**config.mk**
```make
export PLATFORM = sky130hd
export DESIGN_NAME = acc_channel_top
export DESIGN_NICKNAME = d
export VERILOG_FILES = /design/src/hdl/acc_route_decode.v /design/src/hdl/acc_compare.v /design/src/hdl/acc_channel_top.v
export VERILOG_INCLUDE_DIRS = /design/src /design/src/pkg
export SDC_FILE = /design/constraint.sdc
export NUM_CORES = 1
export LEC_CHECK = 0
export BUFFER_PORTS_ARGS = -buffer_cell sky130_fd_sc_hd__buf_2
export CELL_PAD_IN_SITES_DETAIL_PLACEMENT = 1
export CELL_PAD_IN_SITES_GLOBAL_PLACEMENT = 1
export CORE_MARGIN = 3
export CORE_UTILIZATION = 32
export CTS_BUF_LIST = sky130_fd_sc_hd__clkbuf_8
export DETAILED_ROUTE_END_ITERATION = 12
export PLACE_DENSITY_LB_ADDON = 0.1
export SYNTH_ARGS = -nofsm -noshare
export SYNTH_HDL_FRONTEND = slang
export SYNTH_SLANG_ARGS = --single-unit
```
**constraint.sdc**
```tcl
create_clock -name clk_in -period 1.7 [get_ports clk_in]
set_input_delay 0.17 -clock clk_in [delete_from_list [all_inputs] [get_ports clk_in]]
set_output_delay 0.17 -clock clk_in [all_outputs]
set_load 0.005 [all_outputs]
```
**src/pkg/acc_defs.vh**
```
// register offsets, field positions and codes of the adc channel control
`ifndef ACC_DEFS_VH
`define ACC_DEFS_VH

// printed offsets are indices; byte address is four times the index
`define ACC_IDX_CTRL      2'h0
`define ACC_IDX_MUX       2'h1
`define ACC_IDX_IRQ       2'h2
`define ACC_IDX_AUX       2'h3

// channel_control fields
`define ACC_CTRL_START    7
`define ACC_CTRL_MASK     8'h9F
`define ACC_MUX_MASK      8'h7F
`define ACC_IRQ_MASK      8'h0F

// aux register: bit0 signed conversion, bits 31:16 threshold, bit8 flag
`define ACC_AUX_SIGNED    0
`define ACC_AUX_FLAG      8

// source kinds
`define ACC_SRC_INTERNAL  2'h0
`define ACC_SRC_SINGLE    2'h1
`define ACC_SRC_DIFF      2'h2
`define ACC_SRC_DIFFAMP   2'h3

// irq conditions
`define ACC_IRQ_COMPLETE  2'h0
`define ACC_IRQ_BELOW     2'h1
`define ACC_IRQ_ABOVE     2'h3

// route classes driven to the analog side
`define ACC_RT_NONE       2'h0
`define ACC_RT_INTERNAL   2'h1
`define ACC_RT_PIN        2'h2

// negative route codes
`define ACC_NEG_PIN       2'h0
`define ACC_NEG_PADGND    2'h1
`define ACC_NEG_INTERNAL_GROUND_REF    2'h2
`define ACC_NEG_NONE      2'h3

`define ACC_RESET_BYTE    8'h00
`define ACC_RESET_WORD    16'h0000

`endif

```
**src/hdl/acc_route_decode.v**
```verilog
// decodes channel mode and mux codes into analog routing and gain use
`default_nettype none
`include "acc_defs.vh"

module acc_route_decode (
  input  wire       signed_mode_in,
  input  wire [1:0] source_kind_select_in,
  input  wire [3:0] positive_input_select_in,
  input  wire [2:0] negative_input_select_in,
  output reg  [1:0] pos_route_out,
  output reg  [3:0] pos_index_out,
  output reg  [1:0] neg_route_out,
  output reg  [2:0] neg_index_out,
  output reg        gain_used_out,
  output reg        config_legal_out
);

  // purely combinational; reserved codes route nowhere
  always @* begin
    pos_route_out    = `ACC_RT_NONE;
    pos_index_out    = positive_input_select_in;
    neg_route_out    = `ACC_NEG_NONE;
    neg_index_out    = 3'h0;
    gain_used_out    = 1'b0;
    config_legal_out = 1'b0;
    case (source_kind_select_in)
      `ACC_SRC_INTERNAL: begin
        if (positive_input_select_in[3:2] == 2'h0) begin
          pos_route_out    = `ACC_RT_INTERNAL;
          config_legal_out = 1'b1;
        end
      end
      `ACC_SRC_SINGLE: begin
        pos_route_out    = `ACC_RT_PIN;
        config_legal_out = 1'b1;
      end
      `ACC_SRC_DIFF: begin
        if (signed_mode_in) begin
          pos_route_out = `ACC_RT_PIN;
          if (!negative_input_select_in[2]) begin
            neg_route_out    = `ACC_NEG_PIN;
            neg_index_out    = negative_input_select_in;
            config_legal_out = 1'b1;
          end else if (negative_input_select_in == 3'h5) begin
            neg_route_out    = `ACC_NEG_PADGND;
            config_legal_out = 1'b1;
          end else if (negative_input_select_in == 3'h7) begin
            neg_route_out    = `ACC_NEG_INTERNAL_GROUND_REF;
            config_legal_out = 1'b1;
          end
        end
      end
      default: begin
        // differential with gain, legal only in signed mode
        if (signed_mode_in && !positive_input_select_in[3]) begin
          pos_route_out = `ACC_RT_PIN;
          gain_used_out = 1'b1;
          if (!negative_input_select_in[2]) begin
            neg_route_out    = `ACC_NEG_PIN;
            neg_index_out    = {1'b1, negative_input_select_in[1:0]};
            config_legal_out = 1'b1;
          end else if (negative_input_select_in == 3'h4) begin
            neg_route_out    = `ACC_NEG_INTERNAL_GROUND_REF;
            config_legal_out = 1'b1;
          end else if (negative_input_select_in == 3'h7) begin
            neg_route_out    = `ACC_NEG_PADGND;
            config_legal_out = 1'b1;
          end
        end
      end
    endcase
    if (!config_legal_out) begin
      pos_route_out = `ACC_RT_NONE;
      neg_route_out = `ACC_NEG_NONE;
      gain_used_out = 1'b0;
    end
  end

endmodule // acc_route_decode
`default_nettype wire

```
**src/hdl/acc_compare.v**
```verilog
// threshold compare of a finished result, signed or unsigned
`default_nettype none

module acc_compare #(
  parameter WIDTH = 16
) (
  input  wire [WIDTH-1:0] result_in,
  input  wire [WIDTH-1:0] threshold_in,
  input  wire             signed_mode_in,
  output wire             below_out,
  output wire             above_out
);

  wire signed [WIDTH-1:0] res_s = result_in;
  wire signed [WIDTH-1:0] thr_s = threshold_in;

  // two's complement view in signed mode
  assign below_out = signed_mode_in ? (res_s < thr_s)
                                    : (result_in < threshold_in);
  assign above_out = signed_mode_in ? (res_s > thr_s)
                                    : (result_in > threshold_in);

endmodule // acc_compare
`default_nettype wire

```
**src/hdl/acc_channel_top.v**
```verilog
// adc channel control registers with ahb-lite slave and core handshake
// Behaviour
// - writing one to control bit 7 starts a conversion on this channel
// - the start bit clears itself once the core accepts the conversion
// - rewriting start while set does nothing and queues nothing
// - start bit shares storage with this channel's global kick bit
// - three-bit gain selects 1x to 64x, code seven selects one half
// - gain applies only to the differential with gain configuration
// - changing source kind may spoil conversions already in flight
// - unsigned mode: internal and single pin, codes two and three reserved
// - signed mode adds differential and amplified differential inputs
// - internal mode: temperature, bandgap, supply tenth, dac, rest reserved
// - single pin or differential: positive code selects that pin
// - amplified differential: positive codes zero to seven, rest reserved
// - negative select is ignored for internal and single pin modes
// - differential: pins zero to three, five pad ground, seven internal
// - amplified: pins four to seven, four internal, seven pad ground
// - irq condition: complete, below, above; code two reserved
// - priority level enables the irq, which requests while the flag is set
// - flag sets on complete or met compare, clears on vector or write one
// - in signed mode the threshold is two's complement
`default_nettype none
`include "acc_defs.vh"

module acc_channel_top #(
  parameter RES_WIDTH = 16
) (
  input  wire                 clk_in,
  input  wire                 srst_in,
  // ahb-lite slave
  input  wire                 hsel_in,
  input  wire [31:0]          haddr_in,
  input  wire [1:0]           htrans_in,
  input  wire                 hwrite_in,
  input  wire [2:0]           hsize_in,
  input  wire [31:0]          hwdata_in,
  input  wire                 hready_in,
  output wire [31:0]          hrdata_out,
  output wire                 hreadyout_out,
  output wire                 hresp_out,
  // global kick bit path from the converter main control
  input  wire                 global_kick_wr_in,
  input  wire                 global_kick_val_in,
  output wire                 global_kick_out,
  // converter core
  input  wire                 conv_accept_in,
  input  wire                 conv_done_in,
  input  wire [RES_WIDTH-1:0] conv_result_in,
  output wire                 conv_request_out,
  output wire                 pipeline_flush_out,
  output reg  [2:0]           gain_code_out,
  output reg                  gain_enable_out,
  output reg  [1:0]           pos_route_out,
  output reg  [3:0]           pos_index_out,
  output reg  [1:0]           neg_route_out,
  output reg  [2:0]           neg_index_out,
  output reg                  config_legal_out,
  // interrupt controller side
  input  wire                 vector_ack_in,
  output wire [1:0]           irq_priority_level_out,
  output wire                 irq_request_out
);

  // one-hot-free register storage
  reg        start_q;
  reg  [2:0] gain_q;
  reg  [1:0] source_kind_q;
  reg  [3:0] pos_sel_q;
  reg  [2:0] neg_sel_q;
  reg  [1:0] irq_cond_q;
  reg  [1:0] irq_level_q;
  reg        signed_q;
  reg  [RES_WIDTH-1:0] threshold_q;
  reg        flag_q;
  reg        flush_q;
  reg  [1:0] wr_idx_q;
  reg        wr_pend_q;
  reg  [31:0] rdata_q;

  // decode helper shared by read and write phases
  function [1:0] reg_index;
    input [31:0] addr;
    begin
      reg_index = addr[3:2];
    end
  endfunction

  function addr_mapped;
    input [31:0] addr;
    begin
      addr_mapped = (addr[31:4] == 28'h0000000) && (addr[1:0] == 2'h0);
    end
  endfunction

  wire addr_ok = hsel_in && hready_in && htrans_in[1];
  wire wr_take = addr_ok && hwrite_in && addr_mapped(haddr_in);
  wire rd_take = addr_ok && !hwrite_in;

  // zero wait states, always okay
  assign hreadyout_out = 1'b1;
  assign hresp_out     = 1'b0;
  assign hrdata_out    = rdata_q;

  wire wr_ctrl = wr_pend_q && (wr_idx_q == `ACC_IDX_CTRL);
  wire wr_mux  = wr_pend_q && (wr_idx_q == `ACC_IDX_MUX);
  wire wr_irq  = wr_pend_q && (wr_idx_q == `ACC_IDX_IRQ);
  wire wr_aux  = wr_pend_q && (wr_idx_q == `ACC_IDX_AUX);

  // address phase capture for the following write data phase
  always @(posedge clk_in) begin
    if (srst_in) begin
      wr_pend_q <= 1'b0;
      wr_idx_q  <= 2'h0;
    end else begin
      wr_pend_q <= wr_take;
      if (wr_take) begin
        wr_idx_q <= reg_index(haddr_in);
      end
    end
  end

  // start bit: one storage reached by both locations
  wire sw_start_set = wr_ctrl && hwdata_in[`ACC_CTRL_START];
  wire gl_start_set = global_kick_wr_in && global_kick_val_in;
  always @(posedge clk_in) begin
    if (srst_in) begin
      start_q <= 1'b0;
    end else if (start_q && conv_accept_in) begin
      start_q <= 1'b0;
    end else if (sw_start_set || gl_start_set) begin
      start_q <= 1'b1;
    end
  end
  // a set arriving with accept is the same request, so accept wins here
  assign conv_request_out = start_q;
  assign global_kick_out  = start_q;

  // configuration fields; reserved bits are not stored
  always @(posedge clk_in) begin
    if (srst_in) begin
      gain_q        <= 3'h0;
      source_kind_q <= 2'h0;
      pos_sel_q     <= 4'h0;
      neg_sel_q     <= 3'h0;
      irq_cond_q    <= 2'h0;
      irq_level_q   <= 2'h0;
      signed_q      <= 1'b0;
      threshold_q   <= `ACC_RESET_WORD;
    end else begin
      if (wr_ctrl) begin
        gain_q        <= hwdata_in[4:2];
        source_kind_q <= hwdata_in[1:0];
      end
      if (wr_mux) begin
        pos_sel_q <= hwdata_in[6:3];
        neg_sel_q <= hwdata_in[2:0];
      end
      if (wr_irq) begin
        irq_cond_q  <= hwdata_in[3:2];
        irq_level_q <= hwdata_in[1:0];
      end
      if (wr_aux) begin
        signed_q    <= hwdata_in[`ACC_AUX_SIGNED];
        threshold_q <= hwdata_in[31:16];
      end
    end
  end

  // changing source kind flushes results in flight for one cycle
  always @(posedge clk_in) begin
    if (srst_in) begin
      flush_q <= 1'b0;
    end else begin
      flush_q <= wr_ctrl && (hwdata_in[1:0] != source_kind_q);
    end
  end
  assign pipeline_flush_out = flush_q;

  // routing decode of the stored selects
  wire [1:0] dec_pos_route;
  wire [3:0] dec_pos_index;
  wire [1:0] dec_neg_route;
  wire [2:0] dec_neg_index;
  wire       dec_gain_used;
  wire       dec_legal;

  acc_route_decode u_decode (
    .signed_mode_in           (signed_q),
    .source_kind_select_in    (source_kind_q),
    .positive_input_select_in (pos_sel_q),
    .negative_input_select_in (neg_sel_q),
    .pos_route_out            (dec_pos_route),
    .pos_index_out            (dec_pos_index),
    .neg_route_out            (dec_neg_route),
    .neg_index_out            (dec_neg_index),
    .gain_used_out            (dec_gain_used),
    .config_legal_out         (dec_legal)
  );

  // registered routing outputs to the analog side
  always @(posedge clk_in) begin
    if (srst_in) begin
      gain_code_out    <= 3'h0;
      gain_enable_out  <= 1'b0;
      pos_route_out    <= `ACC_RT_NONE;
      pos_index_out    <= 4'h0;
      neg_route_out    <= `ACC_NEG_NONE;
      neg_index_out    <= 3'h0;
      config_legal_out <= 1'b0;
    end else begin
      gain_code_out    <= dec_gain_used ? gain_q : 3'h0;
      gain_enable_out  <= dec_gain_used;
      pos_route_out    <= dec_pos_route;
      pos_index_out    <= dec_pos_index;
      neg_route_out    <= dec_neg_route;
      neg_index_out    <= dec_neg_index;
      config_legal_out <= dec_legal;
    end
  end

  // threshold compare of the arriving result
  wire cmp_below;
  wire cmp_above;

  acc_compare #(
    .WIDTH (RES_WIDTH)
  ) u_compare (
    .result_in      (conv_result_in),
    .threshold_in   (threshold_q),
    .signed_mode_in (signed_q),
    .below_out      (cmp_below),
    .above_out      (cmp_above)
  );

  reg flag_event;
  always @* begin
    flag_event = 1'b0;
    if (conv_done_in) begin
      if (irq_cond_q == `ACC_IRQ_COMPLETE) begin
        flag_event = 1'b1;
      end else if (irq_cond_q == `ACC_IRQ_BELOW) begin
        flag_event = cmp_below;
      end else if (irq_cond_q == `ACC_IRQ_ABOVE) begin
        flag_event = cmp_above;
      end
    end
  end

  // flag: set wins over a clear in the same cycle
  wire flag_clear = vector_ack_in || (wr_aux && hwdata_in[`ACC_AUX_FLAG]);
  always @(posedge clk_in) begin
    if (srst_in) begin
      flag_q <= 1'b0;
    end else if (flag_event) begin
      flag_q <= 1'b1;
    end else if (flag_clear) begin
      flag_q <= 1'b0;
    end
  end

  assign irq_priority_level_out = irq_level_q;
  assign irq_request_out = flag_q && (irq_level_q != 2'h0);

  // read data registered at the address phase, shown in the data phase
  always @(posedge clk_in) begin
    if (srst_in) begin
      rdata_q <= 32'h00000000;
    end else if (rd_take) begin
      rdata_q <= 32'h00000000;
      if (!addr_mapped(haddr_in)) begin
        rdata_q <= 32'h00000000;
      end else if (reg_index(haddr_in) == `ACC_IDX_CTRL) begin
        rdata_q[7:0] <= {start_q, 2'h0, gain_q, source_kind_q};
      end else if (reg_index(haddr_in) == `ACC_IDX_MUX) begin
        rdata_q[7:0] <= {1'b0, pos_sel_q, neg_sel_q};
      end else if (reg_index(haddr_in) == `ACC_IDX_IRQ) begin
        rdata_q[7:0] <= {4'h0, irq_cond_q, irq_level_q};
      end else begin
        rdata_q <= {threshold_q, 7'h00, flag_q, 7'h00, signed_q};
      end
    end
  end

endmodule // acc_channel_top
`default_nettype wire

```
==> flow_summary_export.csv <==
group,metric,value,unit
timing,max_freq,0.534,GHz
min_path,holdPathStages,3,
detailed_routing,wl_per_cell,15.6,um
detailed_routing,drt-pass1-iter-count,4,
timing,maxSlewViolCount,0,
power,total_power,3.52,mW
floorplan,io_pins,151,
setup_path,worstPathMaxFanout,3,
clock_tree,cts_buffers,9,
synth,synth_cells,399,
global_routing,grt_pass1_vias,3482,
floorplan,initial_utilization,33.1,%
clock_tree,root_buffer,"clkbuf_8",
detailed_routing,drcViolationCount,0,
timing,hold_violations,0,
timing,post-route-period-util,110,%
global_routing,overflow,0,
setup_path,rr_worst_depth,8,
min_path,hold_class,"input pin to flip-flop",
status,violations,"negative setup slack",
power,swShare,24.0,%
detailed_routing,drt-vias-per-instance,4.80,
power,pwr-share-seq,53.5,%
global_routing,grt_pass1_wl,17800,um
synth,synth_edf_count,0,
status,run_status,"complete, but fails checks",
power,clockPowerShare,39.1,%
detailed_routing,routed_wl,10900,um
timing,setup_viol,1,
detailed_routing,ant_nets,0,
synth,synth-seq-area-share,44.2,%
timing,worst_slack,-0.172,ns
synth,ys_seq_elements,80,
synth,syn_area,0.00362,mm^2
synth,synth-main-ff-cell,"dfxtp_1",
final_layout,fin_nets,669,
setup_path,crit_required,1.99,ns
power,ir_worst_vdd,0.336,mV
detailed_routing,vias,3374,
final_layout,drive_above_1_share,40.1,%
timing,finalSetupTns,-0.172,ns
timing,period_minus_slack,1.87,ns
power,p_int,2.67,mW
synth,ys_warn_count,0,
clock_tree,cts_tree,"done",
setup_path,arrival,2.16,ns
global_routing,antenna_found_initial,1,
place,pre_cts_slack,-0.286,ns
floorplan,die_w,112,um
final_layout,area_delta_synth_final,35.8,%
place,place_congestion,0.769,
clock_tree,clockBufferDepth,2,
power,combPwrFrac,7.4,%
setup_path,ff2ff_setup_slack,-0.17,ns
power,switchingPower,845,uW
timing,rsz0062_at_grt,"yes",
synth,async_flop_share,0,%
clock_tree,cts.clk_slew.worst_paths,0.08,ns
setup_path,worst_setup_path_start_kind,"flip-flop",
floorplan,row_count,38,
clock_tree,h-tree-depth,3,
floorplan,core_area,0.0109,mm^2
run,maxCapViolCount,0,
clock_tree,clock-sinks,80,
power,power_density,715,mW/mm^2
clock_tree,clk-insertion-delay-late,0.36,ns
setup_path,critPathKind,"flip-flop to flip-flop",
timing,whs,0.0373,ns
synth,avgSynthCellArea,9.08,um^2
place,portBuffers,130,
final_layout,antennaDiodeCount,0,
synth,yosysUniqueCellTypes,57,
global_routing,grt_max_degree,26,
setup_path,crit_path_end_kind,"flip-flop",
timing,finClkSkew,0.00648,ns
global_routing,grt_util_all_layers,17.7,%
floorplan,dieArea,0.0126,mm^2
detailed_routing,drtIter0Drc,76,
power,leakagePower,2.24,nW
place,hpwl,8230,um
floorplan,die_height,112,um
-- per-layer routing --
metal | share of wire, % | routed length, um | track usage (%) | vias up
li1 | - | - | - | 1676
met1 | 47 | 5190 | 24.0 | 1574
met2 | 44 | 4830 | 27.3 | 109
met3 | 6.6 | 723 | 4.37 | 13
met4 | 1.7 | 182 | 6.73 | 2
met5 | 0.064 | 7 | 0 | -
-- power groups by stage --
stage | clock (mW) | combinational, mW | sequential (mW)
floorplan | 0 | 0.119 | 1.93
global placement | 0 | 0.244 | 1.93
detailed placement | 0 | 0.250 | 1.93
CTS | 1.43 | 0.260 | 1.88
global route | 1.52 | 0.290 | 1.88
finish | 1.37 | 0.260 | 1.88
-- stage by stage --
stage / std cells / utilization [%] / cell area, um^2
after floorplan: 406 / - / 3680
after global placement: 684 / 42.1 / 4610
after detailed placement: 684 / 42.1 / 4610
after CTS: 702 / 44.6 / 4880
after global routing: 703 / 45.0 / 4920
final: 703 / 45.0 / 4920
-- worst max-delay path, stage by stage, from the launching register on --
cell      delay (ns)
dfxtp_2         0.34
inv_1           0.04
ha_1            0.28
nand4_1         0.19
nor4_4          0.06
a21boi_2        0.17
or3_4           0.37
o211a_1         0.21
o211ai_1        0.15
-- state kept, by name (all words and copies together) (netlist names), 3 cells and up --
signal,cells
hrdata_out,25
threshold_q,16
pos_index_out,4
pos_sel_q,4
gain_code_out,3
gain_q,3
neg_index_out,3
neg_sel_q,3
-- kinds of logic after synthesis --
group	share of synthesized area, %
multiplexers	6.80
flip-flops	44.2
AO/OA/AOI/OAI	14.6
other	0.207
adder cells (fa/ha/maj)	5.53
buffers and inverters	8.39
AND/OR/NAND/NOR	19.5
XOR/XNOR	0.726
-- cell type report --
class,instances,area [um^2]
Clock buffer,9,124
Multi-Input combinational cell,273,1860
Tap cell,140,175
Clock inverter,7,63.8
Sequential cell,80,1620
Fill cell,1347,6020
Inverter,19,71.3
Timing Repair Buffer,175,1000
-- final timing paths --
path,end,startpoint
worst min-delay path,threshold_q[11],hwdata_in[27]
worst max register to register,flag_q,threshold_q[14]
worst min register to register,hrdata_out[7],hrdata_out[7]
worst max-delay path,flag_q,threshold_q[14]
-- synth_stat cells, types with 2 or more instances --
library cell,count,area [um^2]
clkbuf_8,4,55.1
a21oi_1,29,145
clkbuf_1,13,48.8
nor2b_1,7,43.8
nand4_1,5,31.3
nand3b_1,3,22.5
nand2_1,45,169
conb_1,2,7.51
and2_2,2,15.0
o211ai_1,2,15.0
buf_1,2,7.51
mux2i_1,22,220
or2b_2,2,17.5
o21ai_0,5,25.0
a21o_1,2,15.0
a22oi_1,23,173
o21a_1,3,22.5
ha_1,16,200
and3_1,2,12.5
inv_1,19,71.3
nand3_1,2,10.0
nor4_1,11,68.8
and2_1,4,25.0
dfxtp_1,80,1600
xor2_1,3,26.3
buf_4,11,82.6
nor2_1,48,180
buf_6,3,33.8
-- cells in the final DEF (no fill, tap or decap), types with 2 or more instances in the layout --
cell type | Yosys | routed
xor2_1 | 3 | 3
a21oi_1 | 29 | 29
or2b_2 | 2 | 2
a22oi_1 | 23 | 23
inv_2 | 0 | 4
conb_1 | 2 | 9
a21o_1 | 2 | 2
ha_1 | 16 | 10
o21a_1 | 3 | 3
o211ai_1 | 2 | 2
dfxtp_1 | 80 | 68
and3_1 | 2 | 2
clkinv_2 | 0 | 3
nor2b_1 | 7 | 7
clkinvlp_4 | 0 | 2
nand2_1 | 45 | 45
buf_2 | 1 | 130
ha_4 | 0 | 6
inv_1 | 19 | 16
dfxtp_2 | 0 | 12
mux2i_1 | 22 | 22
nand3_1 | 2 | 2
nand3b_1 | 3 | 3
buf_4 | 11 | 43
nor4_1 | 11 | 9
o21ai_0 | 5 | 4
nor4_4 | 0 | 2
nor2_1 | 48 | 48
nand4_1 | 5 | 5
and2_2 | 2 | 2
clkbuf_8 | 4 | 9
and2_1 | 4 | 4
-- repair_timing --
action	CTS	global route
setup buffers	1	1
pin swaps	7	14
gates resized for setup	16	7
hold buffers	1	0
endpoints found under the setup margin	6	5
cloned	0	0
endpoints found under the hold margin	1	0
No activity file was read; power rests on OpenSTA's default activity.
